`src/inc/ssp_defs.vh`:
```
// Constants of the synchronous slave serial port: register indices, bit
// positions, reset values and word lengths.
// Assumes it is included by its bare name from the design file.
//
// Operation
// Slave transmit works like master transmit, apart from low-power behaviour.
// With two words written, the first moves to the shifter at once.
// The second word waits in the holding buffer while the first shifts.
// Buffer-empty flag stays clear while the holding buffer is occupied.
// After the first word, the second is moved and buffer-empty sets.
// Buffer-empty with transmit enable raises the transmit wake request.
// Software selects clocked mode, enables port, clears clock-source select.
// Software clears both receive enables before slave transmission.
// Software sets nine-bit transmit and loads the ninth bit first.
// Software sets transmit enable then writes a word to start.
// Single-receive enable is ignored; only continuous receive controls reception.
// Words clocked in during low-power states are still accepted; here reception stops whenever CLK stops.
// A complete word moves to the receive buffer and may wake core.
// Completion sets receive-done; request only when receive enable set.
// Software selects nine-bit receive before enabling continuous receive.
// Software reads status before reading the received data byte.
// Clearing continuous receive clears the error state.
// Software sets global and peripheral interrupt enables when used.
// The external master supplies the shift clock; device never drives it.
// Received data is sampled at the falling shift clock edge.
// Buffer-empty is cleared only by writing the holding buffer.
// Read-only shifter-empty bit shows the shifter empty, no interrupt.
// One bit per clock period, words of 8 or 9 bits.
`ifndef SSP_DEFS_VH
`define SSP_DEFS_VH

// ----------------------------------------------------------------------------
// Register indices
// ----------------------------------------------------------------------------
`define SSP_A_FLAGS      3'h0
`define SSP_A_ENABLES    3'h1
`define SSP_A_PRIORITY   3'h2
`define SSP_A_RXSTAT     3'h3
`define SSP_A_TXHOLD     3'h4
`define SSP_A_TXSTAT     3'h5
`define SSP_A_DIVISOR    3'h6
`define SSP_A_RXBUF      3'h7

// ----------------------------------------------------------------------------
// Bit positions
// ----------------------------------------------------------------------------
`define SSP_B_RXIRQ      5
`define SSP_B_TXIRQ      4
`define SSP_B_PORTEN     7
`define SSP_B_RXNINE     6
`define SSP_B_SRX        5
`define SSP_B_CRX        4
`define SSP_B_ADDR       3
`define SSP_B_FRAMERR    2
`define SSP_B_OVRERR     1
`define SSP_B_RXBIT8     0
`define SSP_B_CLKSRC     7
`define SSP_B_TXNINE     6
`define SSP_B_TXON       5
`define SSP_B_SYNC       4
`define SSP_B_HIRATE     2
`define SSP_B_SHEMPTY    1
`define SSP_B_TXBIT8     0

// ----------------------------------------------------------------------------
// Reset values and word lengths
// ----------------------------------------------------------------------------
`define SSP_RST_BYTE     8'h00
`define SSP_RST_BIT      1'b0
`define SSP_RST_EMPTY    1'b1
`define SSP_LEN8         4'h8
`define SSP_LEN9         4'h9
`define SSP_CNT_ZERO     4'h0
`define SSP_CNT_ONE      4'h1

`endif

```
`src/hdl/ssp_top.v`:
```
// Synchronous slave serial port: register file, transmit holding buffer and
// shifter, receive shifter and buffer, wake requests.
// Assumes an external master toggles the shift clock pin far slower than CLK
// and a core that drives the plain register port from CLK.
`timescale 1ns/1ns
`default_nettype none
`include "ssp_defs.vh"

module ssp_top (
  input  wire       CLK,
  input  wire       SRST,
  input  wire [2:0] ADDR,
  input  wire [7:0] WDATA,
  input  wire       WR,
  input  wire       RD,
  output reg  [7:0] RDATA,
  input  wire       SHIFT_CLOCK_PIN_I,
  input  wire       SHIFT_DATA_PIN_I,
  output reg        SHIFT_DATA_PIN_O,
  output reg        SHIFT_DATA_PIN_OE,
  output reg        TX_IRQ,
  output reg        RX_IRQ
);

  // --------------------------------------------------------------------------
  // Pin synchronisers
  // --------------------------------------------------------------------------
  // The shift clock pin is an input only; the block never drives it.
  reg        ck_meta_q;
  reg        ck_sync_q;
  reg        ck_prev_q;
  reg        dt_meta_q;
  reg        dt_sync_q;
  wire       ck_fall;

  always @(posedge CLK) begin
    if (SRST) begin
      ck_meta_q <= 1'b0;
      ck_sync_q <= 1'b0;
      ck_prev_q <= 1'b0;
      dt_meta_q <= 1'b0;
      dt_sync_q <= 1'b0;
    end else begin
      ck_meta_q <= SHIFT_CLOCK_PIN_I;
      ck_sync_q <= ck_meta_q;
      ck_prev_q <= ck_sync_q;
      dt_meta_q <= SHIFT_DATA_PIN_I;
      dt_sync_q <= dt_meta_q;
    end
  end

  assign ck_fall = ck_prev_q & ~ck_sync_q;

  // --------------------------------------------------------------------------
  // Control registers
  // --------------------------------------------------------------------------
  reg        rx_irq_en_q;
  reg        tx_irq_en_q;
  reg        rx_irq_priority_q;
  reg        tx_irq_priority_q;
  reg        port_en_q;
  reg        rx_nine_bit_sel_q;
  reg        single_rx_en_q;
  reg        cont_rx_en_q;
  reg        addr_detect_en_q;
  reg        clk_source_sel_q;
  reg        tx_nine_bit_sel_q;
  reg        tx_en_a_q;
  reg        sync_sel_q;
  reg        high_rate_sel_q;
  reg        tx_ninth_bit_q;
  reg  [7:0] bit_rate_divisor_q;

  wire       wr_en;
  wire       wr_pri;
  wire       wr_rxs;
  wire       wr_hold;
  wire       wr_txs;
  wire       wr_div;
  wire       rd_buf;

  assign wr_en    = WR && (ADDR == `SSP_A_ENABLES);
  assign wr_pri   = WR && (ADDR == `SSP_A_PRIORITY);
  assign wr_rxs   = WR && (ADDR == `SSP_A_RXSTAT);
  assign wr_hold  = WR && (ADDR == `SSP_A_TXHOLD);
  assign wr_txs   = WR && (ADDR == `SSP_A_TXSTAT);
  assign wr_div   = WR && (ADDR == `SSP_A_DIVISOR);
  assign rd_buf   = RD && (ADDR == `SSP_A_RXBUF);

  always @(posedge CLK) begin
    if (SRST) begin
      rx_irq_en_q        <= `SSP_RST_BIT;
      tx_irq_en_q        <= `SSP_RST_BIT;
      rx_irq_priority_q  <= `SSP_RST_BIT;
      tx_irq_priority_q  <= `SSP_RST_BIT;
      port_en_q          <= `SSP_RST_BIT;
      rx_nine_bit_sel_q  <= `SSP_RST_BIT;
      single_rx_en_q     <= `SSP_RST_BIT;
      cont_rx_en_q       <= `SSP_RST_BIT;
      addr_detect_en_q   <= `SSP_RST_BIT;
      clk_source_sel_q   <= `SSP_RST_BIT;
      tx_nine_bit_sel_q  <= `SSP_RST_BIT;
      tx_en_a_q          <= `SSP_RST_BIT;
      sync_sel_q         <= `SSP_RST_BIT;
      high_rate_sel_q    <= `SSP_RST_BIT;
      tx_ninth_bit_q     <= `SSP_RST_BIT;
      bit_rate_divisor_q <= `SSP_RST_BYTE;
    end else begin
      if (wr_en) begin
        rx_irq_en_q <= WDATA[`SSP_B_RXIRQ];
        tx_irq_en_q <= WDATA[`SSP_B_TXIRQ];
      end
      if (wr_pri) begin
        rx_irq_priority_q <= WDATA[`SSP_B_RXIRQ];
        tx_irq_priority_q <= WDATA[`SSP_B_TXIRQ];
      end
      if (wr_rxs) begin
        port_en_q         <= WDATA[`SSP_B_PORTEN];
        rx_nine_bit_sel_q <= WDATA[`SSP_B_RXNINE];
        single_rx_en_q    <= WDATA[`SSP_B_SRX];
        cont_rx_en_q      <= WDATA[`SSP_B_CRX];
        addr_detect_en_q  <= WDATA[`SSP_B_ADDR];
      end
      if (wr_txs) begin
        clk_source_sel_q  <= WDATA[`SSP_B_CLKSRC];
        tx_nine_bit_sel_q <= WDATA[`SSP_B_TXNINE];
        tx_en_a_q         <= WDATA[`SSP_B_TXON];
        sync_sel_q        <= WDATA[`SSP_B_SYNC];
        high_rate_sel_q   <= WDATA[`SSP_B_HIRATE];
        tx_ninth_bit_q    <= WDATA[`SSP_B_TXBIT8];
      end
      if (wr_div) begin
        bit_rate_divisor_q <= WDATA;
      end
    end
  end

  // --------------------------------------------------------------------------
  // Mode decode
  // --------------------------------------------------------------------------
  // Half duplex: continuous receive takes the line away from the transmitter.
  // The single-receive enable is stored and read back but steers nothing.
  wire       slave_on;
  wire       tx_mode;
  wire       rx_mode;
  reg        shift_busy_q;

  assign slave_on = port_en_q & sync_sel_q & ~clk_source_sel_q;
  assign tx_mode  = slave_on & tx_en_a_q & ~cont_rx_en_q;
  assign rx_mode  = slave_on & cont_rx_en_q & ~shift_busy_q;

  // --------------------------------------------------------------------------
  // Transmit holding buffer and shifter
  // --------------------------------------------------------------------------
  reg  [7:0] tx_holding_buf_q;
  reg        hold_ninth_q;
  reg        hold_full_q;
  reg        tx_empty_flag_q;
  reg  [8:0] tx_shift_reg_q;
  reg  [3:0] tx_cnt_q;
  reg  [3:0] tx_len_q;
  wire       tx_load;

  // A load is held off for the cycle of a holding-buffer write so that the
  // flag never sees a set and a clear together.
  assign tx_load = hold_full_q & ~shift_busy_q & tx_mode & ~wr_hold;

  always @(posedge CLK) begin
    if (SRST) begin
      tx_holding_buf_q <= `SSP_RST_BYTE;
      hold_ninth_q     <= `SSP_RST_BIT;
      hold_full_q      <= `SSP_RST_BIT;
      tx_empty_flag_q  <= `SSP_RST_EMPTY;
    end else if (wr_hold) begin
      tx_holding_buf_q <= WDATA;
      hold_ninth_q     <= tx_ninth_bit_q;
      hold_full_q      <= 1'b1;
      tx_empty_flag_q  <= 1'b0;
    end else if (tx_load) begin
      hold_full_q      <= 1'b0;
      tx_empty_flag_q  <= 1'b1;
    end else begin
      tx_empty_flag_q  <= tx_empty_flag_q & ~hold_full_q;
    end
  end

  always @(posedge CLK) begin
    if (SRST) begin
      tx_shift_reg_q <= 9'h000;
      shift_busy_q   <= 1'b0;
      tx_cnt_q       <= `SSP_CNT_ZERO;
      tx_len_q       <= `SSP_LEN8;
    end else if (tx_load) begin
      tx_shift_reg_q <= {hold_ninth_q, tx_holding_buf_q};
      shift_busy_q   <= 1'b1;
      tx_cnt_q       <= `SSP_CNT_ZERO;
      tx_len_q       <= tx_nine_bit_sel_q ? `SSP_LEN9 : `SSP_LEN8;
    end else if (shift_busy_q && !tx_mode) begin
      shift_busy_q   <= 1'b0;
    end else if (shift_busy_q && ck_fall) begin
      // The master has sampled the bit at this falling edge; move on.
      tx_shift_reg_q <= {1'b0, tx_shift_reg_q[8:1]};
      tx_cnt_q       <= tx_cnt_q + `SSP_CNT_ONE;
      if (tx_cnt_q == tx_len_q - `SSP_CNT_ONE) begin
        shift_busy_q <= 1'b0;
      end
    end
  end

  always @(posedge CLK) begin
    if (SRST) begin
      SHIFT_DATA_PIN_O  <= 1'b0;
      SHIFT_DATA_PIN_OE <= 1'b0;
    end else begin
      SHIFT_DATA_PIN_O  <= tx_shift_reg_q[0];
      SHIFT_DATA_PIN_OE <= shift_busy_q & tx_mode;
    end
  end

  // --------------------------------------------------------------------------
  // Receive shifter and buffer
  // --------------------------------------------------------------------------
  // Reception is clocked by CLK and steps on synchronised falls of the pin clock,
  // so it stops whenever CLK stops; the block has no power-state input.
  reg  [8:0] rx_shift_reg_q;
  reg  [3:0] rx_cnt_q;
  reg  [7:0] rx_buf_q;
  reg        rx_ninth_bit_q;
  reg        rx_done_flag_q;
  reg        overrun_err_q;
  reg        framing_err_q;
  wire [8:0] rx_next;
  wire [3:0] rx_len;
  wire       rx_word;
  wire       rx_overrun;

  assign rx_next    = {dt_sync_q, rx_shift_reg_q[8:1]};
  assign rx_len     = rx_nine_bit_sel_q ? `SSP_LEN9 : `SSP_LEN8;
  assign rx_word    = rx_mode & ck_fall & (rx_cnt_q == rx_len - `SSP_CNT_ONE);
  assign rx_overrun = rx_word & rx_done_flag_q & ~rd_buf;

  always @(posedge CLK) begin
    if (SRST) begin
      rx_shift_reg_q <= 9'h000;
      rx_cnt_q       <= `SSP_CNT_ZERO;
    end else if (!rx_mode) begin
      rx_cnt_q       <= `SSP_CNT_ZERO;
    end else if (ck_fall) begin
      rx_shift_reg_q <= rx_next;
      rx_cnt_q       <= rx_word ? `SSP_CNT_ZERO : rx_cnt_q + `SSP_CNT_ONE;
    end
  end

  always @(posedge CLK) begin
    if (SRST) begin
      rx_buf_q       <= `SSP_RST_BYTE;
      rx_ninth_bit_q <= `SSP_RST_BIT;
      rx_done_flag_q <= `SSP_RST_BIT;
      overrun_err_q  <= `SSP_RST_BIT;
      framing_err_q  <= `SSP_RST_BIT;
    end else begin
      if (rx_word && !rx_overrun) begin
        rx_buf_q       <= rx_nine_bit_sel_q ? rx_next[7:0] : rx_next[8:1];
        rx_ninth_bit_q <= rx_nine_bit_sel_q & rx_next[8];
      end
      // A completion in the cycle of the buffer read keeps the flag set.
      rx_done_flag_q <= (rx_word & ~rx_overrun) | (rx_done_flag_q & ~rd_buf);
      if (!cont_rx_en_q) begin
        overrun_err_q <= 1'b0;
        framing_err_q <= 1'b0;
      end else if (rx_overrun) begin
        overrun_err_q <= 1'b1;
      end
    end
  end

  // --------------------------------------------------------------------------
  // Wake requests
  // --------------------------------------------------------------------------
  always @(posedge CLK) begin
    if (SRST) begin
      TX_IRQ <= 1'b0;
      RX_IRQ <= 1'b0;
    end else begin
      TX_IRQ <= tx_empty_flag_q & tx_irq_en_q;
      RX_IRQ <= rx_done_flag_q & rx_irq_en_q;
    end
  end

  // --------------------------------------------------------------------------
  // Read port
  // --------------------------------------------------------------------------
  reg  [7:0] rd_mux;

  always @* begin
    rd_mux = `SSP_RST_BYTE;
    case (ADDR)
      `SSP_A_FLAGS: begin
        rd_mux[`SSP_B_RXIRQ] = rx_done_flag_q;
        rd_mux[`SSP_B_TXIRQ] = tx_empty_flag_q;
      end
      `SSP_A_ENABLES: begin
        rd_mux[`SSP_B_RXIRQ] = rx_irq_en_q;
        rd_mux[`SSP_B_TXIRQ] = tx_irq_en_q;
      end
      `SSP_A_PRIORITY: begin
        rd_mux[`SSP_B_RXIRQ] = rx_irq_priority_q;
        rd_mux[`SSP_B_TXIRQ] = tx_irq_priority_q;
      end
      `SSP_A_RXSTAT: begin
        rd_mux[`SSP_B_PORTEN] = port_en_q;
        rd_mux[`SSP_B_RXNINE]  = rx_nine_bit_sel_q;
        rd_mux[`SSP_B_SRX]     = single_rx_en_q;
        rd_mux[`SSP_B_CRX]     = cont_rx_en_q;
        rd_mux[`SSP_B_ADDR]    = addr_detect_en_q;
        rd_mux[`SSP_B_FRAMERR] = framing_err_q;
        rd_mux[`SSP_B_OVRERR]  = overrun_err_q;
        rd_mux[`SSP_B_RXBIT8]  = rx_ninth_bit_q;
      end
      `SSP_A_TXHOLD: begin
        rd_mux = tx_holding_buf_q;
      end
      `SSP_A_TXSTAT: begin
        rd_mux[`SSP_B_CLKSRC]  = clk_source_sel_q;
        rd_mux[`SSP_B_TXNINE]  = tx_nine_bit_sel_q;
        rd_mux[`SSP_B_TXON]    = tx_en_a_q;
        rd_mux[`SSP_B_SYNC]    = sync_sel_q;
        rd_mux[`SSP_B_HIRATE]  = high_rate_sel_q;
        rd_mux[`SSP_B_SHEMPTY] = ~shift_busy_q;
        rd_mux[`SSP_B_TXBIT8]  = tx_ninth_bit_q;
      end
      `SSP_A_DIVISOR: begin
        rd_mux = bit_rate_divisor_q;
      end
      `SSP_A_RXBUF: begin
        rd_mux = rx_buf_q;
      end
      default: begin
        rd_mux = `SSP_RST_BYTE;
      end
    endcase
  end

  // Writes to the flag register have no effect; both flags are hardware-owned.
  always @(posedge CLK) begin
    if (SRST) begin
      RDATA <= `SSP_RST_BYTE;
    end else if (RD) begin
      RDATA <= rd_mux;
    end else begin
      RDATA <= `SSP_RST_BYTE;
    end
  end

endmodule
`default_nettype wire

```
`config.mk`:
```
export PLATFORM = sky130hd
export DESIGN_NAME = ssp_top
export DESIGN_NICKNAME = d
export VERILOG_FILES = /design/src/hdl/ssp_top.v
export VERILOG_INCLUDE_DIRS = /design/src /design/src/inc
export SDC_FILE = /design/constraint.sdc
export NUM_CORES = 1
export LEC_CHECK = 0
export BUFFER_PORTS_ARGS = -buffer_cell sky130_fd_sc_hd__buf_2
export CAP_MARGIN = 20
export CORE_MARGIN = 2
export CORE_UTILIZATION = 40
export CTS_CLUSTER_DIAMETER = 200
export CTS_CLUSTER_SIZE = 20
export DETAILED_ROUTE_END_ITERATION = 6
export GPL_ROUTABILITY_DRIVEN = 0
export PLACE_DENSITY = 0.57
export SKIP_LAST_GASP = 1
export SYNTH_ARGS = -nofsm -noshare
export SYNTH_HDL_FRONTEND = slang
export SYNTH_SLANG_ARGS = --single-unit
```
`constraint.sdc`:
```
create_clock -name CLK -period 2.37 [get_ports CLK]
set_clock_uncertainty 0.15 [all_clocks]
set_input_delay 0.711 -clock CLK [delete_from_list [all_inputs] [get_ports CLK]]
set_output_delay 0.711 -clock CLK [all_outputs]
set_load 0.02 [all_outputs]
```
==> out/qor.yml <==
clock_network:
  cts_inserted_buffers: 9
  ctsHoldBuffers: 0
  clockRootBuffer: "clkbuf_8"
  cts.repair.resized: 0
  htree_levels: 3
  clkLatencyLatePin_ps: 360
  path_clk_slew_ps: 90
  cts_tree: "done"
  clock_sinks: 89
  cts_buffer_depth: 2
  postCtsSetupRepairBufs: 0
synth:
  netlist_area_mm2: 0.00378
  async_reset_ff_share_pct: 0
  synth_warnings: 0
  synth-edff-count: 0
  synth.avg_cell_area_um2: 9.23
  synthTopCellsByArea: "dfxtp_1, mux2i_1, a21oi_1"
  synthDistinctLibCells: 47
  syn_nets: 429
  synthFlopType: "dfxtp_1"
  seq_area_frac_synth_pct: 47.1
  yosys.area.top_type: "dfxtp_1"
  synth_seq_cells: 89
  synth_top_area_share_pct: 47.1
  syn_inst: 410
pwr:
  fin_total_pwr_w: 0.00286
  combPwrFrac_pct: 5.4
  peakVddDrop_mv: 0.280
  intPower_w: 0.00220
  sw_frac_of_total_pct: 23.1
  p_leak_nw: 1.59
  p_seq_share_pct: 53.4
  p_sw_w: 0.000661
  p_clk_share_pct: 41.2
  power_density_mw_per_mm2: 664
finish:
  final_cells: 556
  final_core_util_pct: 46.8
  diodes: 0
  syn_to_final_growth_pct: 13.9
  final_cell_mix: "dfxtp_1, nand2_1, nor2_1, a21oi_1, mux2i_1"
  drive_gt1_share_pct: 18.2
  final-seq-area_mm2: 0.00178
  final_cell_area_mm2: 0.00431
  fin_nets: 459
  multi_input_area_mm2: 0.00187
  fill_cells: 899
  final_common_cell: "dfxtp_1"
grt:
  antenna_found_initial: 0
  grt_pass1_wl_um: 15000
  grtUsageMet2_pct: 29.9
  globalRouteMet1Util_pct: 26.0
  grt_max_degree: 34
  grt_pass1_vias: 2909
  gr-max-usage-layer: "met2"
  track_usage_pct: 18.8
  gr-usage-met3_pct: 3.11
  grt_overflow: 0
detailed_routing:
  ant_nets: 0
  drtPass1Iterations: 5
  via_count: 3075
  remaining_drc_errors: 0
  routed_wl_um: 9210
  viasPerCell: 5.53
  wire_per_inst_um: 16.6
  drtIter0Drc: 192
sta:
  min_period_over_period_pct: 82.9
  slew_headroom_pct: 53.3
  tightest_slew_ps: 698
  setup_viol_count_final: 0
  min_period_ps: 1970
  fmax_mhz: 509
  rsz0062_at_grt: "false"
  maxSlewViolCount: 0
  finalHoldViolCount: 0
  tns_ps: 0
worst_setup_path:
  cp_max_fo: 11
  worstSetupPathType: "primary input to flop"
  cp-start-kind: "primary input"
  r2r_cells: 5
  crit_path_end_kind: "flop"
  worstPathArrival_ps: 2100
  cp.required_ps: 2510
die:
  die_y_um: 101
  die_area_mm2: 0.0103
  row_count: 35
  initial_core_util_pct: 41.1
  io_pins: 29
  core-area_mm2: 0.00920
  chipWidth_um: 101
placement:
  dp_hpwl_um: 6580
  dp_cells: 540
  place_area_mm2: 0.00408
  port_buffers: 28
job:
  drv_cap: 0
hold_path:
  hp-class: "flop to flop"
  worstHoldPathCells: 1
status:
  status: "finished, final reports clean"
==> kinds of logic after synthesis <==
family | Yosys count | synth area share (%)
and+or+nand+nor | 160 | 21.3
buffers and inverters | 32 | 3.51
muxes | 42 | 13.0
xor gates and xnor gates | 3 | 0.695
adders and majority gates | 2 | 0.661
DFF | 89 | 47.1
AOI/OAI and AO/OA | 82 | 13.7
==> cells in the mapped netlist, types with 3 or more instances <==
| cell type | number |
|---|---|
| nand3b_1 | 5 |
| a21oi_1 | 36 |
| a221oi_1 | 3 |
| nand3_1 | 17 |
| nand2_1 | 46 |
| and2_1 | 3 |
| nor2_1 | 39 |
| nor3_1 | 12 |
| xnor2_1 | 3 |
| nand2b_1 | 6 |
| a22oi_1 | 9 |
| dfxtp_1 | 89 |
| inv_1 | 6 |
| o21ai_0 | 12 |
| nor3b_1 | 3 |
| buf_2 | 7 |
| nor2b_1 | 10 |
| buf_1 | 4 |
| mux4_2 | 5 |
| mux2_2 | 8 |
| o2bb2ai_1 | 10 |
| clkbuf_1 | 14 |
| nor4_1 | 4 |
| or3_1 | 4 |
| mux2i_1 | 29 |
==> metrics by stage <==
stage               setup slack (ps)  hold slack [ps]
global route                     277              311
CTS                              465              305
finish                           404              295
floorplan                        328              260
global placement                 156              276
detailed placement              74.1              286
==> power groups by stage <==
stage               Sequential (W)  Combinational [W]  Clock (W)
finish                     0.00153           0.000155    0.00118
global route               0.00153           0.000170    0.00126
global placement           0.00156           0.000153          0
CTS                        0.00153           0.000155    0.00121
detailed placement         0.00156           0.000153          0
floorplan                  0.00156          0.0000991          0
==> state kept, by name, summed over array words and instances, names as in the netlist, 4 cells and up <==
name / cells
RDATA: 8
rx_shift_reg_q: 8
tx_cnt_q: 4
rx_buf_q: 8
tx_shift_reg_q: 9
rx_cnt_q: 4
bit_rate_divisor_q: 8
tx_holding_buf_q: 8
==> worst paths after layout <==
kind	to	slack [ps]	start
worst min-delay path	dt_sync_q$_SDFF_PP0_	300	dt_meta_q$_SDFF_PP0_
worst max register to register	rx_shift_reg_q[3]$_SDFFE_PP0P_	540	shift_busy_q$_SDFFE_PP0P_
worst max-delay path	tx_shift_reg_q[2]$_SDFFE_PP0P_	400	ADDR[1]
worst min register to register	dt_sync_q$_SDFF_PP0_	300	dt_meta_q$_SDFF_PP0_
==> final cells by class <==
class	instances	share of cell area, %
Multi-Input combinational cell	289	43.4
Sequential cell	89	41.4
Timing Repair Buffer	45	6.22
Tap cell	111	3.22
Clock buffer	10	3.19
Clock inverter	6	2.09
Inverter	6	0.523
==> worst max-delay path, cell delays in order <==
cell and delay (ps):
buf_2 200, and4bb_4 290, nor2_1 550, a22oi_1 150, o2bb2ai_1 200
==> per-layer routing <==
layer  wire [µm]  vias up  part of all wire [%]
li1            -     1517                     -
met1        4390     1481                    48
met2        4290       70                    47
met3         444        7                   4.8
met4          91        0                  0.99
met5           0        -                     0
No activity file was read; power rests on OpenSTA's default activity.
